**src/dbtc_pkg.sv**
```systemverilog
package dbtc_pkg;
    // fixed core locations used by the break channel
    localparam logic [11:0] WORD_COUNT_LOC    = 12'hFE8;
    localparam logic [11:0] CURRENT_ADDR_LOC  = 12'hFE9;

    // disk address layout: angle, track, disk
    localparam int          ADDR_W            = 20;
    localparam int          ANGLE_W           = 11;
    localparam int          TRACK_LSB         = 11;
    localparam int          DISK_LSB          = 18;
    localparam logic [10:0] ANGLE_LAST        = 11'h7FF;

    // timing, clock at 125 MHz
    localparam int          CLK_MHZ           = 125;
    localparam int          ORIGIN_DELAY_NS   = 50000;
    localparam int          ORIGIN_WIDTH_NS   = 100000;
    localparam int          ORIGIN_DELAY_CYC  = ORIGIN_DELAY_NS * CLK_MHZ / 1000;
    localparam int          ORIGIN_WIDTH_CYC  = ORIGIN_WIDTH_NS * CLK_MHZ / 1000;
    localparam logic [4:0]  SYNC_WORDS        = 5'h10;

    // io pulse phase bit positions
    localparam int          PH1               = 0;
    localparam int          PH2               = 1;
    localparam int          PH4               = 2;

    // status word bit positions
    localparam int          ST_DONE           = 0;
    localparam int          ST_ORIGIN         = 1;
    localparam int          ST_ACTIVE         = 2;
    localparam int          ST_WLOCK          = 3;
    localparam int          ST_EIE            = 4;
    localparam int          ST_PIE            = 5;
    localparam int          ST_CIE            = 6;
    localparam int          ST_LATE           = 7;
    localparam int          ST_NXD            = 8;
    localparam int          ST_PARITY         = 9;
    localparam int          ST_EXT_LSB        = 10;

    // high address load bit positions within the accumulator
    localparam int          HI_MSB_AC         = 7;

    typedef enum logic [1:0] {
        ST_IDLE   = 2'b00,
        ST_SYNC   = 2'b01,
        ST_SEARCH = 2'b11,
        ST_XFER   = 2'b10
    } dbtc_state_t;

    typedef enum logic [3:0] {
        OP_NONE       = 4'h0,
        OP_READ_START = 4'h1,
        OP_WRITE_START= 4'h2,
        OP_HI_LOAD    = 4'h3,
        OP_HI_READ    = 4'h4,
        OP_HI_CLEAR   = 4'h5,
        OP_STAT_LOAD  = 4'h6,
        OP_STAT_READ  = 4'h7,
        OP_LOW_READ   = 4'h8
    } dbtc_op_t;
endpackage

```
**src/dbtc_sync.sv**
```systemverilog
`timescale 1ns/1ps
module dbtc_sync (
    input  wire logic sys_clk_i,
    input  wire logic rst_n_i,
    input  wire logic pin_i,
    output logic      level_o
);
    logic [2:0] stage;

    // the level only moves once the second and third stages agree
    always_ff @(posedge sys_clk_i or negedge rst_n_i) begin
        if (!rst_n_i) begin
            stage   <= 3'h0;
            level_o <= 1'b0;
        end else begin
            stage <= {stage[1:0], pin_i};
            if (stage[1] == stage[2]) begin
                level_o <= stage[2];
            end
        end
    end
endmodule

```
**src/dbtc_top.sv**
```systemverilog
`timescale 1ns/1ps
// Function
// RULE_01 - disk address is 20 bits: low 12 from AC on start, high 8 from AC bits 4-11
// RULE_02 - address splits into 11-bit angle, 7-bit track, 2-bit disk
// RULE_03 - high address read clears AC at phase 1, drives it at phase 4, top bits zero
// RULE_04 - top high bit is written by start instructions; high load touches bits 1-7
// RULE_05 - word count and current address live at fixed core locations 7750, 7751
// RULE_06 - processor keeps negative count and address minus one, pre-incrementing it
// RULE_07 - write start raises a break; each written word raises the next
// RULE_08 - overflow on the last write word ends it; address stays on last word
// RULE_09 - read start searches, then each word goes to hold with a break request
// RULE_10 - read ends on overflow with address one past last word read
// RULE_11 - origin flag rises 50 us after angle 3777 and stays 100 us
// RULE_12 - start during origin flag skips the 16-word sync delay
// RULE_13 - active status bit shows search or transfer in progress
// RULE_14 - write-lock bit set only on locked write start; locked area never written
// RULE_15 - error enable raises interrupt on any error flag
// RULE_16 - origin enable raises interrupt while origin flag stands
// RULE_17 - completion enable raises interrupt on completion
// RULE_18 - late flag set when a break request was not honoured in time
// RULE_19 - missing-disk flag set when the selected disk is absent
// RULE_20 - parity flag set at end of a bad read word
// RULE_21 - transfer keeps going after errors until the overflow pulse
// RULE_22 - transfer crosses disks by itself and resynchronises
// RULE_23 - past last present disk sets missing flag; four disks wrap quietly
// RULE_24 - 16 word times of resync after each disk or track change
// RULE_25 - one interrupt line, OR of all enabled conditions
module dbtc_top
    import dbtc_pkg::*;
#(
    parameter int ORG_DELAY_CYC = ORIGIN_DELAY_CYC,
    parameter int ORG_WIDTH_CYC = ORIGIN_WIDTH_CYC
) (
    input  wire logic        sys_clk_i,
    input  wire logic        rst_b_i,
    input  wire logic [3:0]  io_opcode_i,
    input  wire logic [2:0]  io_pulse_phase_i,
    input  wire logic [11:0] ac_i,
    input  wire logic        break_ack_i,
    input  wire logic        count_overflow_pulse_i,
    input  wire logic [11:0] mb_i,
    input  wire logic        disk_word_tick_i,
    input  wire logic        disk_index_i,
    input  wire logic [11:0] disk_rd_word_i,
    input  wire logic        disk_rd_parity_i,
    input  wire logic        write_locked_i,
    input  wire logic [3:0]  disk_present_i,
    output logic             break_request_o,
    output logic [11:0]      buffer_hold_register_o,
    output logic [11:0]      word_count_location_o,
    output logic [11:0]      current_address_location_o,
    output logic [1:0]       mem_ext_o,
    output logic [1:0]       disk_sel_o,
    output logic [6:0]       track_sel_o,
    output logic             disk_wr_en_o,
    output logic [11:0]      disk_wr_word_o,
    output logic [11:0]      ac_data_o,
    output logic             ac_load_o,
    output logic             ac_clear_o,
    output logic             irq_o
);
    localparam logic [13:0] DLY_LAST = 14'(ORG_DELAY_CYC - 1);
    localparam logic [13:0] WID_LAST = 14'(ORG_WIDTH_CYC - 1);

    // odd parity over the word and its parity bit
    function automatic logic parity_bad(input logic [11:0] w, input logic p);
        parity_bad = ~(^{w, p});
    endfunction

    logic [1:0]   rst_sync;
    logic         rst_n;
    logic [1:0]   pin_lvl;
    logic [1:0]   pin_d;
    logic [19:0]  addr;
    logic         msb_stage;
    logic [10:0]  angle_cnt;
    logic [4:0]   sync_cnt;
    logic [13:0]  org_cnt;
    logic         org_wait;
    logic         origin_sync_flag;
    dbtc_state_t  state;
    logic         mode_wr;
    logic         break_request;
    logic [11:0]  hold;
    logic         hold_full;
    logic         last_pending;
    logic         start_chk;
    logic         completion_flag;
    logic         write_lock_bit;
    logic         late_request_flag;
    logic         missing_disk_flag;
    logic         parity_flag;
    logic         error_irq_enable;
    logic         origin_irq_enable;
    logic         completion_irq_enable;
    logic [1:0]   mem_ext;

    // reset is released through two flops; assertion stays asynchronous
    always_ff @(posedge sys_clk_i or negedge rst_b_i) begin
        if (!rst_b_i) begin
            rst_sync <= 2'h0;
        end else begin
            rst_sync <= {rst_sync[0], 1'b1};
        end
    end
    assign rst_n = rst_sync[1];

    // disk timing pins come from the drive's clock world
    genvar gi;
    generate
        for (gi = 0; gi < 2; gi++) begin : g_pin
            dbtc_sync u_sync (
                .sys_clk_i (sys_clk_i),
                .rst_n_i   (rst_n),
                .pin_i     (gi == 0 ? disk_word_tick_i : disk_index_i),
                .level_o   (pin_lvl[gi])
            );
        end
    endgenerate

    always_ff @(posedge sys_clk_i or negedge rst_n) begin
        if (!rst_n) begin
            pin_d <= 2'h0;
        end else begin
            pin_d <= pin_lvl;
        end
    end

    // instruction and event decode
    wire        tick_rise   = pin_lvl[0] & ~pin_d[0];
    wire        index_rise  = pin_lvl[1] & ~pin_d[1];
    wire        ph1         = io_pulse_phase_i[PH1];
    wire        ph2         = io_pulse_phase_i[PH2];
    wire        ph4         = io_pulse_phase_i[PH4];
    wire        start_rd    = (io_opcode_i == OP_READ_START) & ph1;
    wire        start_wr    = (io_opcode_i == OP_WRITE_START) & ph1;
    wire        start_any   = start_rd | start_wr;
    wire        hi_clear    = ((io_opcode_i == OP_HI_LOAD) | (io_opcode_i == OP_HI_CLEAR)) & ph1;
    wire        hi_load     = (io_opcode_i == OP_HI_LOAD) & ph2;
    wire        hi_read_clr = (io_opcode_i == OP_HI_READ) & ph1;
    wire        stat_load   = (io_opcode_i == OP_STAT_LOAD) & ph4;
    wire        rd_clr      = ((io_opcode_i == OP_STAT_READ) | (io_opcode_i == OP_LOW_READ)) & ph2;
    wire        any_read    = ((io_opcode_i == OP_HI_READ) | (io_opcode_i == OP_STAT_READ)
                               | (io_opcode_i == OP_LOW_READ)) & ph4;
    wire [19:0] next_addr   = addr + 20'h00001;
    wire        track_cross = next_addr[10:0] == 11'h000;
    wire        at_target   = 11'(angle_cnt + 11'h001) == addr[10:0];
    wire        xfer_tick   = (state == ST_XFER) & tick_rise;
    wire        rd_tick     = xfer_tick & ~mode_wr;
    wire        wr_tick     = xfer_tick & mode_wr;
    wire        ack         = break_ack_i & break_request;
    wire        rd_done     = ack & count_overflow_pulse_i & ~mode_wr;
    wire        wr_done     = wr_tick & last_pending & hold_full;
    wire        advance     = rd_tick | (wr_tick & ~wr_done);
    wire        err_any     = write_lock_bit | late_request_flag | missing_disk_flag | parity_flag;
    wire [11:0] status_word = {mem_ext, parity_flag, missing_disk_flag, late_request_flag,
                               completion_irq_enable, origin_irq_enable, error_irq_enable,
                               write_lock_bit, state != ST_IDLE, origin_sync_flag, completion_flag}; // RULE_13
    wire [11:0] ac_mux      = (io_opcode_i == OP_HI_READ)  ? {4'h0, addr[19:12]} :   // RULE_03
                              (io_opcode_i == OP_LOW_READ) ? addr[11:0] : status_word;

    // address registers; the top high bit moves only on a start or on a carry out of bit 18 as the address steps
    always_ff @(posedge sys_clk_i or negedge rst_n) begin
        if (!rst_n) begin
            addr      <= 20'h00000;
            msb_stage <= 1'b0;
        end else if (start_any) begin
            addr[11:0] <= ac_i;               // RULE_01
            addr[19]   <= msb_stage;          // RULE_04
        end else if (hi_clear) begin
            addr[18:12] <= 7'h00;             // RULE_04
            msb_stage   <= 1'b0;
        end else if (hi_load) begin
            addr[18:12] <= ac_i[6:0];         // RULE_01
            msb_stage   <= ac_i[HI_MSB_AC];
        end else if (advance) begin
            addr <= next_addr;                // RULE_22 RULE_23
        end
    end

    // angle follows word ticks, index pulse marks angle zero
    always_ff @(posedge sys_clk_i or negedge rst_n) begin
        if (!rst_n) begin
            angle_cnt <= 11'h000;
        end else if (index_rise) begin
            angle_cnt <= 11'h000;
        end else if (tick_rise) begin
            angle_cnt <= 11'(angle_cnt + 11'h001);
        end
    end

    // origin mark is timed from the last angle word going by
    always_ff @(posedge sys_clk_i or negedge rst_n) begin
        if (!rst_n) begin
            org_cnt          <= 14'h0000;
            org_wait         <= 1'b0;
            origin_sync_flag <= 1'b0;
        end else if (tick_rise && angle_cnt == ANGLE_LAST) begin
            org_cnt          <= 14'h0000;     // RULE_11
            org_wait         <= 1'b1;
            origin_sync_flag <= 1'b0;
        end else if (org_wait) begin
            org_cnt <= 14'(org_cnt + 14'h0001);
            if (org_cnt == DLY_LAST) begin
                org_wait         <= 1'b0;
                origin_sync_flag <= 1'b1;     // RULE_11
                org_cnt          <= 14'h0000;
            end
        end else if (origin_sync_flag) begin
            org_cnt <= 14'(org_cnt + 14'h0001);
            if (org_cnt == WID_LAST) begin
                origin_sync_flag <= 1'b0;     // RULE_11
            end
        end
    end

    // sequencer: sync delay, search, transfer; a new start always restarts
    always_ff @(posedge sys_clk_i or negedge rst_n) begin
        if (!rst_n) begin
            state    <= ST_IDLE;
            sync_cnt <= 5'h00;
            mode_wr  <= 1'b0;
        end else if (start_any) begin
            mode_wr  <= start_wr;
            sync_cnt <= 5'h00;
            state    <= origin_sync_flag ? ST_SEARCH : ST_SYNC; // RULE_12
        end else begin
            case (state)
                ST_IDLE: begin
                    state <= ST_IDLE;
                end
                ST_SYNC: begin
                    if (tick_rise) begin
                        sync_cnt <= 5'(sync_cnt + 5'h01);
                        if (5'(sync_cnt + 5'h01) == SYNC_WORDS) begin
                            state <= ST_SEARCH;   // RULE_24
                        end
                    end
                end
                ST_SEARCH: begin
                    if (tick_rise && at_target) begin
                        state <= ST_XFER;         // RULE_09
                    end
                end
                ST_XFER: begin
                    if (rd_done || wr_done) begin
                        state <= ST_IDLE;         // RULE_21
                    end else if (advance && track_cross) begin
                        sync_cnt <= 5'h00;
                        state    <= ST_SYNC;      // RULE_22 RULE_24
                    end
                end
                default: begin
                    state <= ST_IDLE;
                end
            endcase
            if (rd_done) begin
                state <= ST_IDLE;                 // RULE_10
            end
        end
    end

    // hold register and break request; a word-tick request wins over an ack, an ack wins over a write start
    always_ff @(posedge sys_clk_i or negedge rst_n) begin
        if (!rst_n) begin
            break_request <= 1'b0;
            hold          <= 12'h000;
            hold_full     <= 1'b0;
            last_pending  <= 1'b0;
        end else begin
            if (start_any) begin
                break_request <= start_wr;        // RULE_07
                hold_full     <= 1'b0;
                last_pending  <= 1'b0;
            end
            if (wr_tick) begin
                hold_full <= 1'b0;
            end
            if (ack) begin
                break_request <= 1'b0;            // RULE_09
                if (mode_wr) begin
                    hold      <= mb_i;            // RULE_07
                    hold_full <= 1'b1;
                    if (count_overflow_pulse_i) begin
                        last_pending <= 1'b1;     // RULE_08
                    end
                end
            end
            if (rd_tick) begin
                hold          <= disk_rd_word_i;  // RULE_09
                break_request <= 1'b1;
            end
            if (wr_tick && !wr_done) begin
                break_request <= ~last_pending;   // RULE_07
            end
        end
    end

    // disk write port; lock input gates every write whatever the state
    always_ff @(posedge sys_clk_i or negedge rst_n) begin
        if (!rst_n) begin
            disk_wr_en_o   <= 1'b0;
            disk_wr_word_o <= 12'h000;
        end else begin
            disk_wr_en_o   <= wr_tick & hold_full & ~write_locked_i; // RULE_14
            disk_wr_word_o <= hold;
        end
    end

    // sticky flags; a start clears them but a same-cycle event still sets
    always_ff @(posedge sys_clk_i or negedge rst_n) begin
        if (!rst_n) begin
            start_chk         <= 1'b0;
            completion_flag   <= 1'b0;
            write_lock_bit    <= 1'b0;
            late_request_flag <= 1'b0;
            missing_disk_flag <= 1'b0;
            parity_flag       <= 1'b0;
        end else begin
            start_chk <= start_any;
            if (start_any) begin
                completion_flag   <= 1'b0;
                write_lock_bit    <= 1'b0;
                late_request_flag <= 1'b0;
                missing_disk_flag <= 1'b0;
                parity_flag       <= 1'b0;
            end
            if (rd_done || wr_done) begin
                completion_flag <= 1'b1;          // RULE_08 RULE_10
            end
            // selection outputs settle one cycle after the start
            if (start_chk && mode_wr && write_locked_i) begin
                write_lock_bit <= 1'b1;           // RULE_14
            end
            if ((rd_tick && break_request && !break_ack_i) ||
                (wr_tick && !hold_full && !last_pending)) begin
                late_request_flag <= 1'b1;        // RULE_18
            end
            if ((start_chk && !disk_present_i[addr[19:18]]) ||
                (advance && !disk_present_i[next_addr[19:18]])) begin
                missing_disk_flag <= 1'b1;        // RULE_19 RULE_23
            end
            if (rd_tick && parity_bad(disk_rd_word_i, disk_rd_parity_i)) begin
                parity_flag <= 1'b1;              // RULE_20
            end
        end
    end

    // enables, extension field and accumulator answers
    always_ff @(posedge sys_clk_i or negedge rst_n) begin
        if (!rst_n) begin
            error_irq_enable      <= 1'b0;
            origin_irq_enable     <= 1'b0;
            completion_irq_enable <= 1'b0;
            mem_ext               <= 2'h0;
            ac_clear_o            <= 1'b0;
            ac_load_o             <= 1'b0;
            ac_data_o             <= 12'h000;
        end else begin
            if (stat_load) begin
                error_irq_enable      <= ac_i[ST_EIE];
                origin_irq_enable     <= ac_i[ST_PIE];
                completion_irq_enable <= ac_i[ST_CIE];
                mem_ext               <= ac_i[ST_EXT_LSB +: 2];
            end
            ac_clear_o <= hi_read_clr | rd_clr | hi_load;  // RULE_03
            ac_load_o  <= any_read;
            ac_data_o  <= any_read ? ac_mux : 12'h000;
        end
    end

    // interrupt line: OR of every enabled condition
    assign irq_o = (error_irq_enable & err_any)                 // RULE_15 RULE_20 RULE_25
                 | (origin_irq_enable & origin_sync_flag)       // RULE_16
                 | (completion_irq_enable & completion_flag);   // RULE_17
    assign break_request_o            = break_request;
    assign buffer_hold_register_o     = hold;
    assign word_count_location_o      = WORD_COUNT_LOC;          // RULE_05
    assign current_address_location_o = CURRENT_ADDR_LOC;        // RULE_05
    assign mem_ext_o                  = mem_ext;
    assign disk_sel_o                 = addr[DISK_LSB +: 2];     // RULE_02
    assign track_sel_o                = addr[TRACK_LSB +: 7];    // RULE_02
endmodule

```
**config.mk**
```make
export PLATFORM = sky130hd
export DESIGN_NAME = dbtc_top
export DESIGN_NICKNAME = d
export VERILOG_FILES = /design/src/dbtc_pkg.sv /design/src/dbtc_sync.sv /design/src/dbtc_top.sv
export SDC_FILE = /design/constraint.sdc
export NUM_CORES = 1
export LEC_CHECK = 0
export BUFFER_PORTS_ARGS = -buffer_cell sky130_fd_sc_hd__buf_2
export CORE_MARGIN = 2
export CORE_UTILIZATION = 45
export DETAILED_ROUTE_END_ITERATION = 10
export HOLD_SLACK_MARGIN = 0.15
export PLACE_DENSITY_LB_ADDON = 0.3
export REMOVE_ABC_BUFFERS = 1
export SLEW_MARGIN = 40
export SYNTH_ARGS = -nofsm -noshare
export SYNTH_HDL_FRONTEND = slang
export SYNTH_SLANG_ARGS = --single-unit
```
**constraint.sdc**
```tcl
create_clock -name sys_clk_i -period 3.9 [get_ports sys_clk_i]
set_clock_uncertainty 0.05 [all_clocks]
set_input_delay 0.975 -clock sys_clk_i [delete_from_list [all_inputs] [get_ports sys_clk_i]]
set_output_delay 0.975 -clock sys_clk_i [all_outputs]
set_load 0.005 [all_outputs]
```
Word-level counts from Yosys, hierarchy flattened
Index checks and enable logic that the tools add are counted.
Cells by class
  $add $sub $neg: 4
  magnitude comparators: 2
  equal/unequal tests: 28
  multiplexer cells: 67
  bitwise logic cells: 45
  reduce and logical (&&, ||, !) cells: 46
Operators by type and width (number)
  12-bit 2-to-1 mux: 9
  14-bit 2-to-1 mux: 4
  1-bit 2-to-1 mux: 33
  1-bit bitwise AND: 24
  11-bit 2-to-1 mux: 2
  2-bit nonzero test: 11
  20-bit by 1-bit adder with 20-bit output (second input constant): 1
  20-bit 2-to-1 mux: 1
  5-bit 2-to-1 mux: 4
  4-bit by 3-bit == test with 1-bit output (second input constant): 4
  2-bit 2-to-1 mux: 8
  14-bit by 1-bit adder with 14-bit output (second input constant): 1
  14-bit by 13-bit == test with 1-bit output (second input constant): 1
  14-bit == test (second input constant): 1
  7-bit 2-to-1 mux: 2
  1-bit logical AND: 13
  1-bit OR: 13
  13-bit XOR reduction: 1
  4-bit inequality test (second input constant): 3
  11-bit by 1-bit adder with 11-bit output (second input constant): 1
  11-bit == test: 1
  11-bit == test (second input constant): 1
  11-bit logical NOT: 1
  5-bit case mux with 2 select lines: 1
  other kinds (25): 51
Word-level totals
  flip-flop bits (word level): 121
  input bits: 55
  output and inout bits: 76
  logic and storage cells: 227

Logic depth before layout (Yosys ltp)
  depth in word-level cells: 15
  depth in mapped cells: 10
  depth with buffers taken out: 8

Modules after synthesis
Synthesis repeated with hierarchy kept, for this count alone.
Second synthesis, totals
  cell total of the unflattened synthesis: 692
  area total of the unflattened synthesis: 6635.1 µm²
Modules (own cells, without submodules)
  dbtc_top: instances 1, cells each 682, area each 6412.4 µm², sequential area each 2827.7 µm²
  dbtc_sync: instances 2, cells each 5, area each 111.4 µm², sequential area each 100.1 µm²

Worst setup path after synthesis
No wires, ideal clock.
  path kind: input -> register
  start: in io_opcode_i[2]
  end: reg addr[5]
  setup time: 0.121 ns
  data arrival time: 2.344 ns
  required time: 3.729 ns
  slack: 1.385 ns
  cell stages on the path: 8
  path buffers: 3
  cells stage by stage: clkbuf_1 o21bai_1 mux2i_1 nand3_1 and2_1 buf_2 buf_2 a22o_1
On the way
  cells in the longest elaborated chain, start to end: 5
  elaborated cells between the ends (all ways): 15
  classes of those cells: 6 x eq/ne; 1 x mux; 6 x bitwise; 2 x reduce/logical
Ends and longest elaborated chain
  start, declared: RTL line dbtc_top.sv:36  | input wire logic [3:0] io_opcode_i,
  4-bit by 1-bit == test with 1-bit output, or another cell as far along: RTL line dbtc_top.sv:135  | wire start_rd = (io_opcode_i == OP_READ_START) & ph1;
  1-bit bitwise AND, or another cell as far along: RTL line dbtc_top.sv:135
  1-bit OR or 1-bit bitwise AND (tied branches): RTL line dbtc_top.sv:137, dbtc_top.sv:138
  2-bit inequality test (no source line) or 2-bit nonzero test (tied branches)
  3-bit AND reduction (no source line)
  end signal, assigned: RTL line dbtc_top.sv:168  | addr[11:0] <= ac_i;
  end signal, assigned: RTL line dbtc_top.sv:177  | addr <= next_addr;
  end, declared: RTL line dbtc_top.sv:74  | logic [19:0] addr;
Parallel ways exist; a longest one is shown, timed or not.
A chain may end at the register's enable or synchronous reset.

Final worst setup path
  start: reg addr[0]
  end: reg sync_cnt[4]
On the way
  cells in the longest elaborated chain, start to end: 5
Ends and longest elaborated chain
  20-bit by 1-bit adder with 20-bit output: RTL line dbtc_top.sv:145  | wire [19:0] next_addr = addr + 20'h00001;
  11-bit logical NOT: RTL line dbtc_top.sv:146  | wire track_cross = next_addr[10:0] == 11'h000;
  1-bit logical AND: RTL line dbtc_top.sv:248  | end else if (advance && track_cross) begin
  3-bit by 2-bit inequality test with 1-bit output (no source line)
  4-bit AND reduction (no source line)
  end signal, assigned: RTL line dbtc_top.sv:234  | sync_cnt <= 5'(sync_cnt + 5'h01);
  end, declared: RTL line dbtc_top.sv:77  | logic [4:0] sync_cnt;
Every way passes these cells.

==> summary.txt <==
Run status
  – Status: finished, final reports clean

Run
  – Max-cap violation count: 0

Yosys
  – Synth Instances: between 700 and 800
  – Netlist cell types: 70
  – YS warnings: 0
  – Post-Syn Area per Cell: roughly 9.4 um2
  – Post-synth ARST share: 1.00
  – Top_reg_cell synth: dfrtp_1
  – Seq/Total Area, Yosys: 0.453
  – Post-synth EDFFs: 0
  – Synthesized cell area: roughly 6700 um2
  – Yosys reg bits: between 100 and 150

Pwr
  – Comb power frac: 0.232
  – Reg power frac: 0.418
  – Power density cells: about 580 nW/um2
  – Switching share of power: 0.327
  – Max VDD drop: between 0.3 and 0.4 mV
  – Leakage power: between 3 and 4 nW
  – Clock share of power: 0.350
  – Sw power: 1.47 mW
  – Internal power: roughly 3 mW

Place
  – Post-Place Cells: around 950
  – Placer Congestion: ~0.9
  – DP HPWL: approximately 12000 um
  – I/O Buffers: ~110
  – Dpl ws: around 900 ps

Cells and area
  – Most common cell after layout, fill and taps aside: dfrtp_1
  – Fraction of layout cells with a size suffix above 1: 0.208
  – Multi-input gate area: 3220 um2
  – Layout area overhead: 15.4%
  – Most frequent cells in the layout: dfrtp_1, buf_2, nand2_1
  – Fill cells: 1340
  – Sequential cell area: 3030 um2
  – Number of diodes: 0
  – Nets: between 800 and 900
  – Layout Cells excl Fill: just under 1000

Clock tree
  – CTS resizes: 0
  – CTS sink cnt: 121
  – Post-CTS Setup Inserts: 0
  – Clk slew on worst S/H paths: approximately 60 ps
  – Htree depth: 4
  – Num CTS Buffers: 17
  – CTS Hold Bufs: 0
  – CTS root buf: clkbuf_16
  – Clock Latency Late Sink: about 420 ps
  – CTS tree: built
  – Longest Clk Path Bufs: 2

Timing
  – Final min period: about 2800 ps
  – RSZ-0062 raised after global routing: no
  – Number of slew-limit violations in the final report: 0
  – Fmax: roughly 360 MHz
  – Part of the cycle the worst path needs: 0.708
  – Slew @ Worst Pin: 750 ps
  – Slew HR: 0.499
  – # setup viols final: 0
  – Final Hold Vio Count: 0
  – Setup_tns: 0 ps
  – Final setup margin: between 1000 and 1500 ps

Floorplan
  – Die span in y: approximately 130 um
  – Initial Utilization: 0.460
  – IO Count: approximately 130
  – Die width: 126 um
  – FP Rows: 44
  – Die ar.: between 15000 and 20000 um2
  – Core area: about 15000 um2

Global route
  – Number of global-route vias before repair: approximately 5700
  – All-Layer GR Usage: 0.220
  – Pin count of the biggest net entering global routing: 63
  – First-pass GRT wire length: around 28000 um
  – Initial antenna violation count: 0
  – Grt ovf: 0

Critical path
  – R2r startpoint: addr[0]
  – R2R depth: 7
  – Setup CP Type: reg2reg
  – Capturing point of the worst reg2reg path: sync_cnt[4]
  – CP endpoint kind: flip-flop
  – Reg-to-reg slack, setup: 1140 ps
  – CP arrival: 3020 ps
  – Worst endpoint required time: 4150 ps
  – Crit Path Max Fanout: 8
  – Crit. Startpoint: addr[0]
  – Worst Setup EP: sync_cnt[4]
  – Worst setup SP type: flip-flop

Min path
  – Hold crit path type: reg2async

Detailed routing
  – WL final: roughly 17000 um
  – Wire per inst: roughly 17 um
  – Post-DR vias/cell: 5.74
  – Routed Antenna Nets: 0
  – DRC Markers: 0
  – Vias: roughly 5600
  – First-pass DRT Iterations: 5
  – DR iter-0 viols: 440
-- sequential cells by signal (all words and copies together) (netlist names), 2 cells and up --
register                cells
buffer_hold_register_o     12
disk_wr_word_o             12
ac_data_o                  12
org_cnt                    14
angle_cnt                  11
addr                       20
state                       2
g_pin.u_sync.stage          6
pin_d                       2
mem_ext_o                   2
g_pin.u_sync.level_o        2
rst_sync                    2
sync_cnt                    5
-- metal layers --
| layer | GRT usage | wire, um |
|---|---|---|
| met1 | 0.278 | 7290 |
| met2 | 0.369 | 8250 |
| met3 | 0.0455 | 925 |
| met4 | 0.0950 | 343 |
| met5 | 0 | 0 |
-- power groups by stage --
stage	logic, mW	registers (mW)	clock network (mW)
finish	1.04	1.88	1.57
global placement	0.989	1.88	0
global route	1.17	1.92	1.65
detailed placement	1.03	1.89	0
floorplan	0.660	1.81	0
CTS	1.04	1.88	1.59
-- synth_stat cells (all sizes together), types with 3 or more instances --
master,n,area share
nor2b,7,0.0066
nor3,21,0.016
nand2b,6,0.0056
a32o,5,0.0075
and4,4,0.0052
nor4,10,0.013
a31o,4,0.0052
nand4,13,0.012
clkbuf,19,0.011
mux2,5,0.0084
a21oi,39,0.030
nor2,55,0.031
buf,55,0.061
ha,6,0.011
and2,3,0.0028
nand3,33,0.025
nand2,78,0.044
mux2i,13,0.019
xor2,20,0.026
o311ai,4,0.0052
a22o,5,0.0066
inv,14,0.0079
a211oi,10,0.011
a22oi,15,0.017
a31oi,7,0.0066
xnor2,29,0.038
dfrtp,121,0.45
o31ai,3,0.0034
or3,6,0.0056
o211ai,5,0.0056
and3,7,0.0066
o22ai,4,0.0047
o21ai,43,0.033
nor3b,4,0.0045
-- area by class of cell --
class,count,share of cell area
tap,184,0.0299
multi-input combinational,522,0.417
clock inverter,9,0.0159
clock buffer,22,0.0602
inverter,14,0.00682
sequential,121,0.393
timing repair buffer,112,0.0763
-- per-stage QoR --
step	power, mW	area (um2)	hold slack [ps]	util
6_report	4.49	7710	156	0.530
5_1_grt	4.74	7710	187	0.530
4_1_cts	4.50	7680	280	0.528
3_5_place_dp	2.93	7090	286	0.488
3_3_place_gp	2.87	7090	284	0.488
2_1_floorplan	2.47	6290	281	-
-- worst min-delay path by stage --
stage                              from  slack, ps                  endpoint  cells after the start
6_report                    rst_sync[1]        160  g_pin[0].u_sync.stage[2]                      0
3_3_place_gp                rst_sync[0]        280               rst_sync[1]                      0
2_1_floorplan  g_pin[0].u_sync.stage[0]        280  g_pin[0].u_sync.stage[1]                      0
3_5_place_dp                rst_sync[0]        290               rst_sync[1]                      0
4_1_cts                         rst_b_i        280               rst_sync[1]                      1
5_1_grt                     rst_sync[1]        190               sync_cnt[4]                      0
-- kinds of logic after synthesis --
family	count (synthesis)	synth area share
compound gates	161	0.161
xor+xnor	49	0.0643
fa+ha+maj	8	0.0142
buf+inv	88	0.0794
flops	121	0.453
mux	19	0.0313
other cells	2	0.00112
simple gates	260	0.195
-- worst max-delay path, stage by stage (launching register included) --
cell       delay, ps
dfrtp_1          540
ha_1             370
and4_1           430
o22ai_2          140
a2111o_1         400
a2111oi_4        310
a21oi_2          130
a32o_1           280
No activity file was read; power rests on OpenSTA's default activity.
